$ cat config.mk
export PLATFORM = sky130hd
export DESIGN_NAME = iaeu_top
export DESIGN_NICKNAME = d
export VERILOG_FILES = /design/src/rtl/iaeu_pkg.sv /design/src/rtl/iaeu_top.sv /design/src/rtl/iaeu_key_match.sv
export SDC_FILE = /design/constraint.sdc
export NUM_CORES = 1
export LEC_CHECK = 0
export ABC_CLOCK_PERIOD_IN_PS = 4800
export BUFFER_PORTS_ARGS = -buffer_cell sky130_fd_sc_hd__buf_2
export CAP_MARGIN = 5
export CORE_ASPECT_RATIO = 0.7
export CORE_MARGIN = 2
export CORE_UTILIZATION = 55
export DETAILED_ROUTE_END_ITERATION = 12
export GPL_TIMING_DRIVEN = 0
export PLACE_DENSITY = 0.71
export SYNTH_ARGS = -nofsm -noshare
export SYNTH_HDL_FRONTEND = slang
export SYNTH_SLANG_ARGS = --single-unit
export TNS_END_PERCENT = 30
$ cat constraint.sdc
create_clock -name clk_in -period 4.8 [get_ports clk_in]
set_input_delay 0.96 -clock clk_in [delete_from_list [all_inputs] [get_ports clk_in]]
set_output_delay 0.96 -clock clk_in [all_outputs]
set_load 0.05 [all_outputs]
$ cat src/rtl/iaeu_pkg.sv
package iaeu_pkg;

  // ----------------------------------------
  // Timing
  // ----------------------------------------
  localparam int CLK_HZ = 10_000_000;
  localparam int MS_PER_S = 1000;
  localparam int STORE_WAIT_MS = 200;
  localparam int STORE_WAIT_CYCLES = STORE_WAIT_MS * (CLK_HZ / MS_PER_S);
  localparam int STORE_CNT_W = 22;

  // ----------------------------------------
  // EEROM control register layout
  // ----------------------------------------
  localparam int EEC_STORE_BIT = 7;
  localparam int EEC_RECALL_BIT = 6;
  localparam int EEC_BANK_HI_BIT = 5;
  localparam int EEC_UNLOCK_BIT = 4;
  localparam int EEC_BANK_LO_MSB = 3;
  localparam int EEC_BANK_W = 5;
  localparam logic [7:0] EEC_RESET = 8'h06;
  localparam logic [7:0] EEC_SEQ_MASK = 8'hDF;
  localparam logic [7:0] EEC_FIRST = 8'h0C;
  localparam logic [7:0] EEC_SECOND = 8'h1A;

  // ----------------------------------------
  // Auto-configuration ports and indexes
  // ----------------------------------------
  localparam logic [15:0] ISA_INDEX_PORT = 16'h0279;
  localparam logic [15:0] ISA_WDATA_PORT = 16'h0A79;
  localparam logic [5:0] RD_PORT_PAD = 6'h00;
  localparam logic [1:0] RD_PORT_LOW = 2'h3;
  localparam logic [7:0] RD_PORT_RESET = 8'h80;
  localparam logic [7:0] IDX_SET_RD = 8'h00;
  localparam logic [7:0] IDX_ISOLATE = 8'h01;
  localparam logic [7:0] IDX_CFG_CTRL = 8'h02;
  localparam logic [7:0] IDX_WAKE = 8'h03;
  localparam logic [7:0] IDX_CSN = 8'h06;
  localparam logic [7:0] IDX_ACTIVATE = 8'h30;
  localparam logic [7:0] IDX_RES_BASE = 8'h40;
  localparam int RES_OFS_W = 6;
  localparam int RES_DEPTH = 64;
  localparam int CTRL_RESET_BIT = 0;
  localparam int CTRL_WAIT_KEY_BIT = 1;
  localparam int CTRL_CSN_CLR_BIT = 2;
  localparam int ACTIVATE_BIT = 0;
  localparam logic [7:0] ISO_FIRST = 8'h55;
  localparam logic [7:0] ISO_SECOND = 8'hAA;
  localparam int ID_BITS = 72;
  localparam int ID_PTR_W = 7;
  localparam int KEY_LEN = 32;
  localparam logic [7:0] KEY_FIRST = 8'h6A;
  localparam logic [7:0] KEY_LAST = 8'h39;
  localparam logic [4:0] CFG_SHIFT_BITS = 5'h16;

  // ----------------------------------------
  // Types and helpers
  // ----------------------------------------
  typedef enum logic [1:0] {await_key_state, sleep_state, isolate_state, config_state} iaeu_pnp_state_t;
  typedef enum logic [1:0] {unlock_idle, unlock_first, unlock_armed} iaeu_unlock_t;

  // Next byte of the initiation key sequence
  function automatic logic [7:0] iaeu_key_next(input logic [7:0] v);
    iaeu_key_next = {v[0] ^ v[1], v[7:1]};
  endfunction

  // Five-bit bank field out of a control register value
  function automatic logic [4:0] iaeu_bank_of(input logic [7:0] v);
    iaeu_bank_of = {v[EEC_BANK_HI_BIT], v[EEC_BANK_LO_MSB:0]};
  endfunction

endpackage

$ cat src/rtl/iaeu_top.sv
`timescale 1ns/1ns
module iaeu_top
  import iaeu_pkg::*;
#(
  parameter logic [71:0] SERIAL_ID = 72'h5A_0123_4567_89AB_CDEF, // arbitrary value
  parameter int unsigned STORE_WAIT = STORE_WAIT_CYCLES
)
(
  // Clock and reset
  input wire logic clk_in,
  input wire logic reset_in,
  // ISA bus pins
  input wire logic [15:0] isa_addr_in,
  input wire logic [7:0] isa_data_in,
  input wire logic isa_iow_in,
  input wire logic isa_ior_in,
  output logic [7:0] isa_data_out,
  output logic isa_data_oe_out,
  // EEROM control register port
  input wire logic eec_wr_in,
  input wire logic [7:0] eec_wdata_in,
  output logic [7:0] eec_rdata_out,
  // EEROM engine
  input wire logic store_done_in,
  output logic store_start_out,
  output logic recall_start_out,
  output logic [4:0] store_bank_out,
  // Enable and strap
  input wire logic autoconfig_enable_in,
  input wire logic strap_address_pin_six_in,
  // Activation
  output logic cfg_shift_out,
  output logic card_active_out
);
  import iaeu_pkg::*;

  // ----------------------------------------
  // Pin synchronisers
  // ----------------------------------------
  localparam int SYNC_W = 16 + 8 + 3;
  logic [SYNC_W-1:0] pin_sync1_reg;
  logic [SYNC_W-1:0] pin_sync2_reg;
  logic [15:0] addr_s;
  logic [7:0] data_s;
  logic iow_s;
  logic ior_s;
  logic strap_s;
  logic iow_d_reg;
  logic ior_d_reg;

  assign {strap_s, ior_s, iow_s, data_s, addr_s} = pin_sync2_reg;

  always_ff @(posedge clk_in)
  begin
    pin_sync1_reg <= {strap_address_pin_six_in, isa_ior_in, isa_iow_in, isa_data_in, isa_addr_in};
    pin_sync2_reg <= pin_sync1_reg;
    iow_d_reg <= reset_in ? 1'b0 : iow_s;
    ior_d_reg <= reset_in ? 1'b0 : ior_s;
  end

  // ----------------------------------------
  // EEROM unlock and store
  // ----------------------------------------
  logic [7:0] eec_reg;
  iaeu_unlock_t unlock_reg;
  iaeu_unlock_t unlock_next;
  logic [STORE_CNT_W-1:0] wait_reg;
  logic store_busy_next;

  wire eec_is_first = (eec_wdata_in & EEC_SEQ_MASK) == EEC_FIRST;
  wire eec_is_second = (eec_wdata_in & EEC_SEQ_MASK) == EEC_SECOND;
  wire eec_is_third = eec_wdata_in[EEC_STORE_BIT] && !eec_wdata_in[EEC_RECALL_BIT]
                    && !eec_wdata_in[EEC_UNLOCK_BIT];
  wire store_go = eec_wr_in && (unlock_reg == unlock_armed) && eec_is_third;
  wire store_end = store_done_in || (wait_reg == '0);

  always_comb
  begin
    unlock_next = unlock_reg;
    if (eec_wr_in)
    begin
      unique case (unlock_reg)
        unlock_idle: unlock_next = eec_is_first ? unlock_first : unlock_idle;
        unlock_first: unlock_next = eec_is_second ? unlock_armed : unlock_idle;
        unlock_armed: unlock_next = unlock_idle;
        default: unlock_next = unlock_idle;
      endcase
    end
  end

  // store bit held until done or timeout, set wins
  assign store_busy_next = store_go || (eec_reg[EEC_STORE_BIT] && !store_end);

  always_ff @(posedge clk_in)
  begin
    if (reset_in)
    begin
      eec_reg <= EEC_RESET;
      unlock_reg <= unlock_idle;
      wait_reg <= '0;
    end
    else
    begin
      eec_reg[EEC_STORE_BIT] <= store_busy_next;
      if (eec_wr_in)
        eec_reg[EEC_RECALL_BIT:0] <= eec_wdata_in[EEC_RECALL_BIT:0];
      unlock_reg <= unlock_next;
      wait_reg <= store_go ? STORE_CNT_W'(STORE_WAIT) : (wait_reg != '0 ? wait_reg - 1'b1 : wait_reg);
    end
  end

  always_ff @(posedge clk_in)
  begin
    if (reset_in)
    begin
      store_start_out <= 1'b0;
      recall_start_out <= 1'b0;
      store_bank_out <= '0;
    end
    else
    begin
      store_start_out <= store_go;
      recall_start_out <= eec_wr_in && eec_wdata_in[EEC_RECALL_BIT] && !eec_wdata_in[EEC_STORE_BIT];
      if (store_go)
        store_bank_out <= iaeu_bank_of(eec_wdata_in);
    end
  end

  assign eec_rdata_out = eec_reg;

  // ----------------------------------------
  // Port decode
  // ----------------------------------------
  iaeu_pnp_state_t state_reg;
  iaeu_pnp_state_t state_next;
  logic [7:0] index_reg;
  logic [7:0] csn_reg;
  logic [7:0] rd_port_reg;
  logic activate_reg;
  logic [4:0] shift_cnt_reg;
  logic [ID_PTR_W-1:0] bit_ptr_reg;
  logic iso_phase_reg;
  logic saw_first_reg;
  logic iso_read_reg;
  logic key_found;
  logic [7:0] res_mem [RES_DEPTH];

  // enable bit and strap both needed
  wire pnp_on = autoconfig_enable_in && strap_s;
  wire iow_rise = iow_s && !iow_d_reg;
  wire ior_rise = ior_s && !ior_d_reg;
  wire ior_fall = !ior_s && ior_d_reg;
  wire awake = (state_reg != await_key_state);
  wire [15:0] rd_addr = {RD_PORT_PAD, rd_port_reg, RD_PORT_LOW};
  // data ports dead before the key
  wire wr_index = pnp_on && iow_rise && addr_s == ISA_INDEX_PORT;
  wire wr_data = pnp_on && awake && iow_rise && addr_s == ISA_WDATA_PORT;
  wire rd_hit = pnp_on && (state_reg == isolate_state || state_reg == config_state) && addr_s == rd_addr;
  wire wr_ctrl = wr_data && index_reg == IDX_CFG_CTRL;
  wire wr_wake = wr_data && index_reg == IDX_WAKE;
  wire wr_csn = wr_data && index_reg == IDX_CSN && (state_reg == isolate_state || state_reg == config_state);
  wire wr_setrd = wr_data && index_reg == IDX_SET_RD && state_reg == isolate_state;
  wire wr_act = wr_data && index_reg == IDX_ACTIVATE && state_reg == config_state;
  wire res_hit = index_reg[7:RES_OFS_W] == IDX_RES_BASE[7:RES_OFS_W];
  wire [RES_OFS_W-1:0] res_ofs = index_reg[RES_OFS_W-1:0];
  wire cmd_to_key = wr_ctrl && (data_s[CTRL_RESET_BIT] || data_s[CTRL_WAIT_KEY_BIT]);
  wire wake_match = (data_s == csn_reg);
  wire cur_bit = (bit_ptr_reg < ID_PTR_W'(ID_BITS)) && SERIAL_ID[bit_ptr_reg];
  wire iso_read = rd_hit && index_reg == IDX_ISOLATE && state_reg == isolate_state;
  wire iso_lost = ior_fall && iso_read_reg && iso_phase_reg && !cur_bit && saw_first_reg && data_s == ISO_SECOND;

  iaeu_key_match u_key
  (
    .clk_in(clk_in),
    .reset_in(reset_in),
    .enable_in(pnp_on && !awake),
    .wr_in(wr_index),
    .data_in(data_s),
    .found_out(key_found)
  );

  // ----------------------------------------
  // State machine
  // ----------------------------------------
  // wait-for-key entry and gating
  always_comb
  begin
    state_next = state_reg;
    if (!pnp_on)
      state_next = await_key_state;
    else
    begin
      unique case (state_reg)
        await_key_state: state_next = key_found ? sleep_state : await_key_state;
        sleep_state, isolate_state, config_state:
        begin
          if (cmd_to_key)
            state_next = await_key_state;
          else if (wr_wake)
            state_next = !wake_match ? sleep_state : (csn_reg == '0 ? isolate_state : config_state);
          else if (state_reg == isolate_state && iso_lost)
            state_next = sleep_state;
          else if (state_reg == isolate_state && wr_csn)
            state_next = config_state;
        end
      endcase
    end
  end

  always_ff @(posedge clk_in)
  begin
    if (reset_in)
    begin
      state_reg <= await_key_state;
      index_reg <= '0;
      csn_reg <= '0;
      rd_port_reg <= RD_PORT_RESET;
      activate_reg <= 1'b0;
    end
    else
    begin
      state_reg <= state_next;
      if (wr_index)
        index_reg <= data_s;
      if (wr_csn)
        csn_reg <= data_s;
      else if (wr_ctrl && data_s[CTRL_CSN_CLR_BIT])
        csn_reg <= '0;
      if (wr_setrd)
        rd_port_reg <= data_s;
      if (wr_act)
        activate_reg <= data_s[ACTIVATE_BIT];
      else if ((wr_ctrl && data_s[CTRL_RESET_BIT]) || !pnp_on)
        activate_reg <= 1'b0;
    end
  end

  always_ff @(posedge clk_in)
  begin
    if (reset_in)
    begin
      for (int i = 0; i < RES_DEPTH; i++)
        res_mem[i] <= '0;
    end
    else if (wr_data && res_hit && state_reg == config_state)
      res_mem[res_ofs] <= data_s;
  end

  // ----------------------------------------
  // Isolation
  // ----------------------------------------
  // wake zero restarts pointer
  always_ff @(posedge clk_in)
  begin
    if (reset_in || (wr_wake && wake_match && csn_reg == '0))
    begin
      bit_ptr_reg <= '0;
      iso_phase_reg <= 1'b0;
      saw_first_reg <= 1'b0;
      iso_read_reg <= 1'b0;
    end
    else if (ior_rise)
      iso_read_reg <= iso_read;
    else if (ior_fall && iso_read_reg)
    begin
      iso_read_reg <= 1'b0;
      iso_phase_reg <= !iso_phase_reg;
      saw_first_reg <= !iso_phase_reg && data_s == ISO_FIRST;
      if (iso_phase_reg && bit_ptr_reg < ID_PTR_W'(ID_BITS))
        bit_ptr_reg <= bit_ptr_reg + 1'b1;
    end
  end

  // ----------------------------------------
  // Read data
  // ----------------------------------------
  // answer pattern for a one bit
  wire [7:0] iso_value = iso_phase_reg ? ISO_SECOND : ISO_FIRST;
  wire [7:0] rd_value = (index_reg == IDX_ISOLATE) ? iso_value
                      : (index_reg == IDX_CSN) ? csn_reg
                      : (index_reg == IDX_ACTIVATE) ? 8'(activate_reg)
                      : res_hit ? res_mem[res_ofs] : 8'h00;
  wire drive_en = rd_hit && (iso_read ? cur_bit : state_reg == config_state);

  always_ff @(posedge clk_in)
  begin
    if (reset_in)
    begin
      isa_data_out <= '0;
      isa_data_oe_out <= 1'b0;
    end
    else if (ior_rise)
    begin
      isa_data_out <= rd_value;
      isa_data_oe_out <= drive_en;
    end
    else if (ior_fall)
      isa_data_oe_out <= 1'b0;
  end

  // ----------------------------------------
  // Activation
  // ----------------------------------------
  // shift chain runs before enabling
  wire act_start = wr_act && data_s[ACTIVATE_BIT] && !activate_reg;

  always_ff @(posedge clk_in)
  begin
    if (reset_in)
    begin
      shift_cnt_reg <= '0;
      cfg_shift_out <= 1'b0;
      card_active_out <= 1'b0;
    end
    else
    begin
      shift_cnt_reg <= act_start ? CFG_SHIFT_BITS : (shift_cnt_reg != '0 ? shift_cnt_reg - 1'b1 : shift_cnt_reg);
      cfg_shift_out <= act_start || shift_cnt_reg > 5'h01;
      // legacy logic held off until active while auto-configuration is on, on at once when it is off
      card_active_out <= !pnp_on || (activate_reg && shift_cnt_reg == '0 && !act_start);
    end
  end
endmodule

$ cat src/rtl/iaeu_key_match.sv
`timescale 1ns/1ns
module iaeu_key_match
  import iaeu_pkg::*;
(
  // Clock and reset
  input wire logic clk_in,
  input wire logic reset_in,
  // Index port writes
  input wire logic enable_in,
  input wire logic wr_in,
  input wire logic [7:0] data_in,
  // Result
  output logic found_out
);
  import iaeu_pkg::*;

  logic [4:0] pos_reg;
  logic [4:0] pos_next;
  logic [7:0] expect_reg;
  logic [7:0] expect_next;
  logic found_next;

  wire match = wr_in && (data_in == expect_reg);
  wire last = (pos_reg == 5'(KEY_LEN - 1));

  assign pos_next = !enable_in ? '0 : !wr_in ? pos_reg : (match && !last) ? pos_reg + 5'h01 : '0;
  assign expect_next = (!enable_in || !match || last) ? (wr_in || !enable_in ? KEY_FIRST : expect_reg)
                     : iaeu_key_next(expect_reg);
  assign found_next = enable_in && match && last;

  always_ff @(posedge clk_in)
  begin
    if (reset_in)
    begin
      pos_reg <= '0;
      expect_reg <= KEY_FIRST;
      found_out <= 1'b0;
    end
    else
    begin
      pos_reg <= pos_next;
      expect_reg <= expect_next;
      found_out <= found_next;
    end
  end
endmodule

After elaboration in Yosys (flattened, before gate mapping)
Memories as Yosys holds them, arrays and structs flattened. A register that Yosys moved wholly into a read port is not among the register bits.
Cells that the tools add are included.
Cells by class
  reduce and logical (&&, ||, !) cells: 105
  equality and inequality tests: 23
  $lt $le $gt $ge: 3
  muxes and demuxes: 45
  $add $sub $neg: 4
  bitwise logic cells: 4
Operators with widths (number)
  $mux W8: 10
  $logic_and A1 B1 Y1: 55
  $mux W21: 2
  $logic_not A22 Y1: 1
  $reduce_bool A22 Y1: 1
  $sub A22 B1 Y22 const B: 1
  $mux W6: 3
  $mux W1: 17
  $eq A16 B10 Y1: 1
  $eq A16 B10 Y1 const B: 1
  $eq A16 B12 Y1 const B: 1
  $eq A8 B2 Y1 const B: 2
  $eq A8 B8 Y1: 2
  $logic_not A1 Y1: 16
  $logic_not A8 Y1: 2
  $mux W5: 3
  $mux W7: 2
  $reduce_bool A2 Y1: 7
  $mux W2: 6
  $logic_or A1 B1 Y1: 11
  $eq A8 B1 Y1 const B: 1
  $eq A8 B3 Y1 const B: 1
  $eq A8 B6 Y1 const B: 1
  $eq A8 B7 Y1 const B: 1
  25 further kinds: 36
Storage, ports and cells
  bits in read-only memories: 128
  input port bits: 40
  logic and storage cells: 216
  bits in registers: 162
  memories kept: 2
  output and inout port bits: 26
  memory bits (writable): 512
Memory list
  res_mem: words 64, bits a word 8, read ports 1, clocked after Yosys merged registers in 1, write ports 64, RTL line iaeu_top.sv:146  | logic [7:0] res_mem [RES_DEPTH];
  (name not given): words 128, bits a word 1, read ports 1, clocked after Yosys merged registers in 1, write ports 0, RTL line iaeu_top.sv:168  | wire cur_bit = (bit_ptr_reg < ID_PTR_W'(ID_BITS)) && SERIAL_ID[bit_ptr_reg];

Logic depth before layout (Yosys ltp)
  depth after elaboration: 12
  gate-level depth with buffers: 15
  mapped depth without buffers: 14

Cells and area by module
A second synthesis with hierarchy kept.
Second synthesis, totals
  cells, all modules: 2194
  area, all modules: 30595.6 um^2
Modules (own cells, without submodules)
  iaeu_top: cells an instance 2117, area an instance 29876.2 um^2, sequential area each 18477.7 um^2, instances 1
  iaeu_key_match: cells an instance 77, area an instance 719.4 um^2, sequential area each 280.3 um^2, instances 1

Worst setup path after synthesis
Ideal clock, no wire load.
  path kind: in2reg
  start: input port autoconfig_enable_in
  end: register with a tool-made name
  stages: 12
  required time: 4.722 ns
  path buffers: 1
  setup time: 0.078 ns
  data arrival time: 3.520 ns
  slack: 1.202 ns
  cell sequence: nand4b_1 > nor4_2 > and2_1 > a41o_1 > clkbuf_1 > nor2_1 > ha_1 > o32a_1 > a41o_1 > o311ai_0 > o311ai_1 > a32oi_1
RTL lines
  start: declaration: RTL line iaeu_top.sv:29  | input wire logic autoconfig_enable_in,

==> results.tsv <==
metric	value	unit
die_y	200	um
first_pass_iters	5	
vdd_drop_max	300	uV
synth_edf_count	512	
p_int	9.81	mW
cts-htree-levels	2	
worst_setup_path_end_kind	flip-flop	
hold_class	reg2reg	
grt_overflow	0	
powerDensity	387	nW/um^2
cp_max_fo	10	
syn_avg_cell_area	13.9	um^2
drt.antenna.violating_nets	0	
grt_max_degree	17	
leakage	11.4	nW
final_cell_mix	edfxtp_1, and2_1, dfxtp_1, mux4_2, nor2_1	
io_pins	66	
synth_cell_type_count	65	
syn_area	30200	um^2
drt_iter0_drc	2552	
regArea	18800	um^2
critical_path_required	5.12	ns
synth_cells	2170	
drc_errors	0	
antenna_cells	0	
antenna_found_initial	3	
place.gp.congestion	1.03	
core_area	54000	um^2
slew_violations	0	
start_util	0.560	
clock-sinks	681	
clock_latency	0.64	ns
wl	84.8	mm
cts_tree	built	
skew	0.0292	ns
ys_ff_latch	681	
die_area	56900	um^2
max_freq	210	MHz
grt_usage	0.301	
yosysWarnings	0	
port_buffers	64	
synth_fp_nets	2225	
ys.flop_type	edfxtp_1	
cts.reportedPaths.clkPinSlew	0.06	ns
synth_seq_area_share	0.620	
outcome	complete, no violations	
p_comb_frac	0.094	
grt_pass1_vias	19000	
cts.path.max_buffers	3	
max-slew-margin-rel	0.0210	
worst_ep_arrival_time	5.09	ns
grt_pass1_wl	125	mm
drive_gt1_frac	0.183	
layout_commonest_cell	edfxtp_1	
fin_util	0.619	
ctsHoldBuffers	0	
rows	71	
syn_to_final_growth	10.6	%
cts_buffers	61	
setup_viol	0	
multiInputGateArea	10800	um^2
crit_path_start_kind	primary input	
final.fill_count	4178	
switching_share	0.242	
hold_ws	0.326	ns
seqPwrFrac	0.529	
via_count	19300	
rsz0062_at_grt	false	
fin_crit_sh	0.993	
fin_crit	4.76	ns
largest_reg_flops	512	
async_flop_share	0	
max-cap-violations	0	
tightest_slew	1.47	ns
nets	2352	
cts-root-buf	clkbuf_16	
drt-vias-per-instance	6.27	
die_w	284	um
post-dp-hpwl	60.5	mm
p_switching	3.12	mW
pwr-share-clk	0.377	
avgRoutedWirePerCell	27.5	um
hold_viol_final	0	
crit_type	in2reg	
-- critical path, stage by stage --
cell,delay (ns)
buf_2,0.12
nand4b_1,0.28
nor4_2,0.83
nand3_1,0.46
nor2_1,0.33
nand2_1,0.49
clkbuf_1,0.58
nor2_1,0.64
or2_2,0.38
-- synth_stat cells (10+ instances only) --
cell | instances | area [um^2]
nand4_1 | 10 | 62.6
nand2_1 | 52 | 195
nor4_1 | 15 | 93.8
edfxtp_1 | 512 | 15400
inv_1 | 15 | 56.3
a22oi_1 | 13 | 97.6
nand3_1 | 19 | 95.1
mux4_2 | 168 | 3780
nor3_1 | 95 | 475
ha_1 | 15 | 188
nand2b_1 | 18 | 113
nand3b_1 | 10 | 75.1
buf_2 | 12 | 60.1
xor2_1 | 25 | 219
clkbuf_1 | 130 | 488
mux2i_1 | 22 | 220
xnor2_1 | 29 | 254
nor2b_1 | 12 | 75.1
and2_1 | 453 | 2830
or2_2 | 65 | 407
a21oi_1 | 41 | 205
nor2_1 | 155 | 582
dfxtp_1 | 169 | 3380
-- power groups by stage --
stage	Sequential, mW	Combinational (mW)	Clock [mW]
6_report	6.84	1.22	4.87
5_1_grt	6.87	1.31	5.11
4_1_cts	6.84	1.20	4.87
3_5_place_dp	6.96	1.19	0
3_3_place_gp	6.94	1.14	0
2_1_floorplan	6.94	0.824	0
-- worst paths after layout --
kind / startpoint / endpoint / slack [ns] / depth (start not counted)
setup / recovery: autoconfig_enable_in / res_mem[49][2] / 0.04 / 9
hold / removal: pin_sync1_reg[26] / pin_sync2_reg[26] / 0.33 / 0
setup reg to reg: pin_sync2_reg[26] / res_mem[49][2] / 0.07 / 8
hold reg to reg: pin_sync1_reg[26] / pin_sync2_reg[26] / 0.33 / 0
-- final cells by class --
cell class	instances	share of cell area
plain buffers	153	0.0181
flip-flops and latches	681	0.561
clock inverters	29	0.00606
repair buffers	64	0.00958
well taps	730	0.0273
multi-input cells	1321	0.324
clock buffers	85	0.0526
inverters	15	0.00168
-- layer usage --
| metal | track usage | wire [um] | vias up |
|---|---|---|---|
| met4 | 0.0955 | 2770 | 2 |
| met1 | 0.455 | 35000 | 9739 |
| met5 | 0 | 13 | - |
| met3 | 0.0877 | 11000 | 166 |
| met2 | 0.420 | 36000 | 1212 |
| li1 | - | - | 8191 |
-- repair_timing --
item	4_1_cts	5_1_grt
endpoints found under the setup margin	0	88
resized for setup	0	1
buffers inserted	0	0
-- stage by stage --
stage | setup slack (ns) | instances | total power [mW] | instance area, um^2 | setup TNS [ns]
global route | 0.0173 | 3078 | 13.3 | 33400 | 0
finish | 0.0358 | 3078 | 12.9 | 33400 | 0
global placement | -0.285 | 2964 | 8.08 | 31500 | -24.75
CTS | 0.142 | 3078 | 12.9 | 33400 | 0
floorplan | 1.20 | 2170 | 7.77 | 30200 | 0
detailed placement | -0.351 | 2964 | 8.16 | 31500 | -37.87
-- cell families after synthesis --
kind of cell	share of synthesized area
flops	0.620
compound gates	0.0229
simple gates	0.179
fa+ha+maj	0.00621
xor+xnor	0.0156
buf+inv	0.0218
mux	0.134
Note: power is estimated with default switching activity, not from simulation.
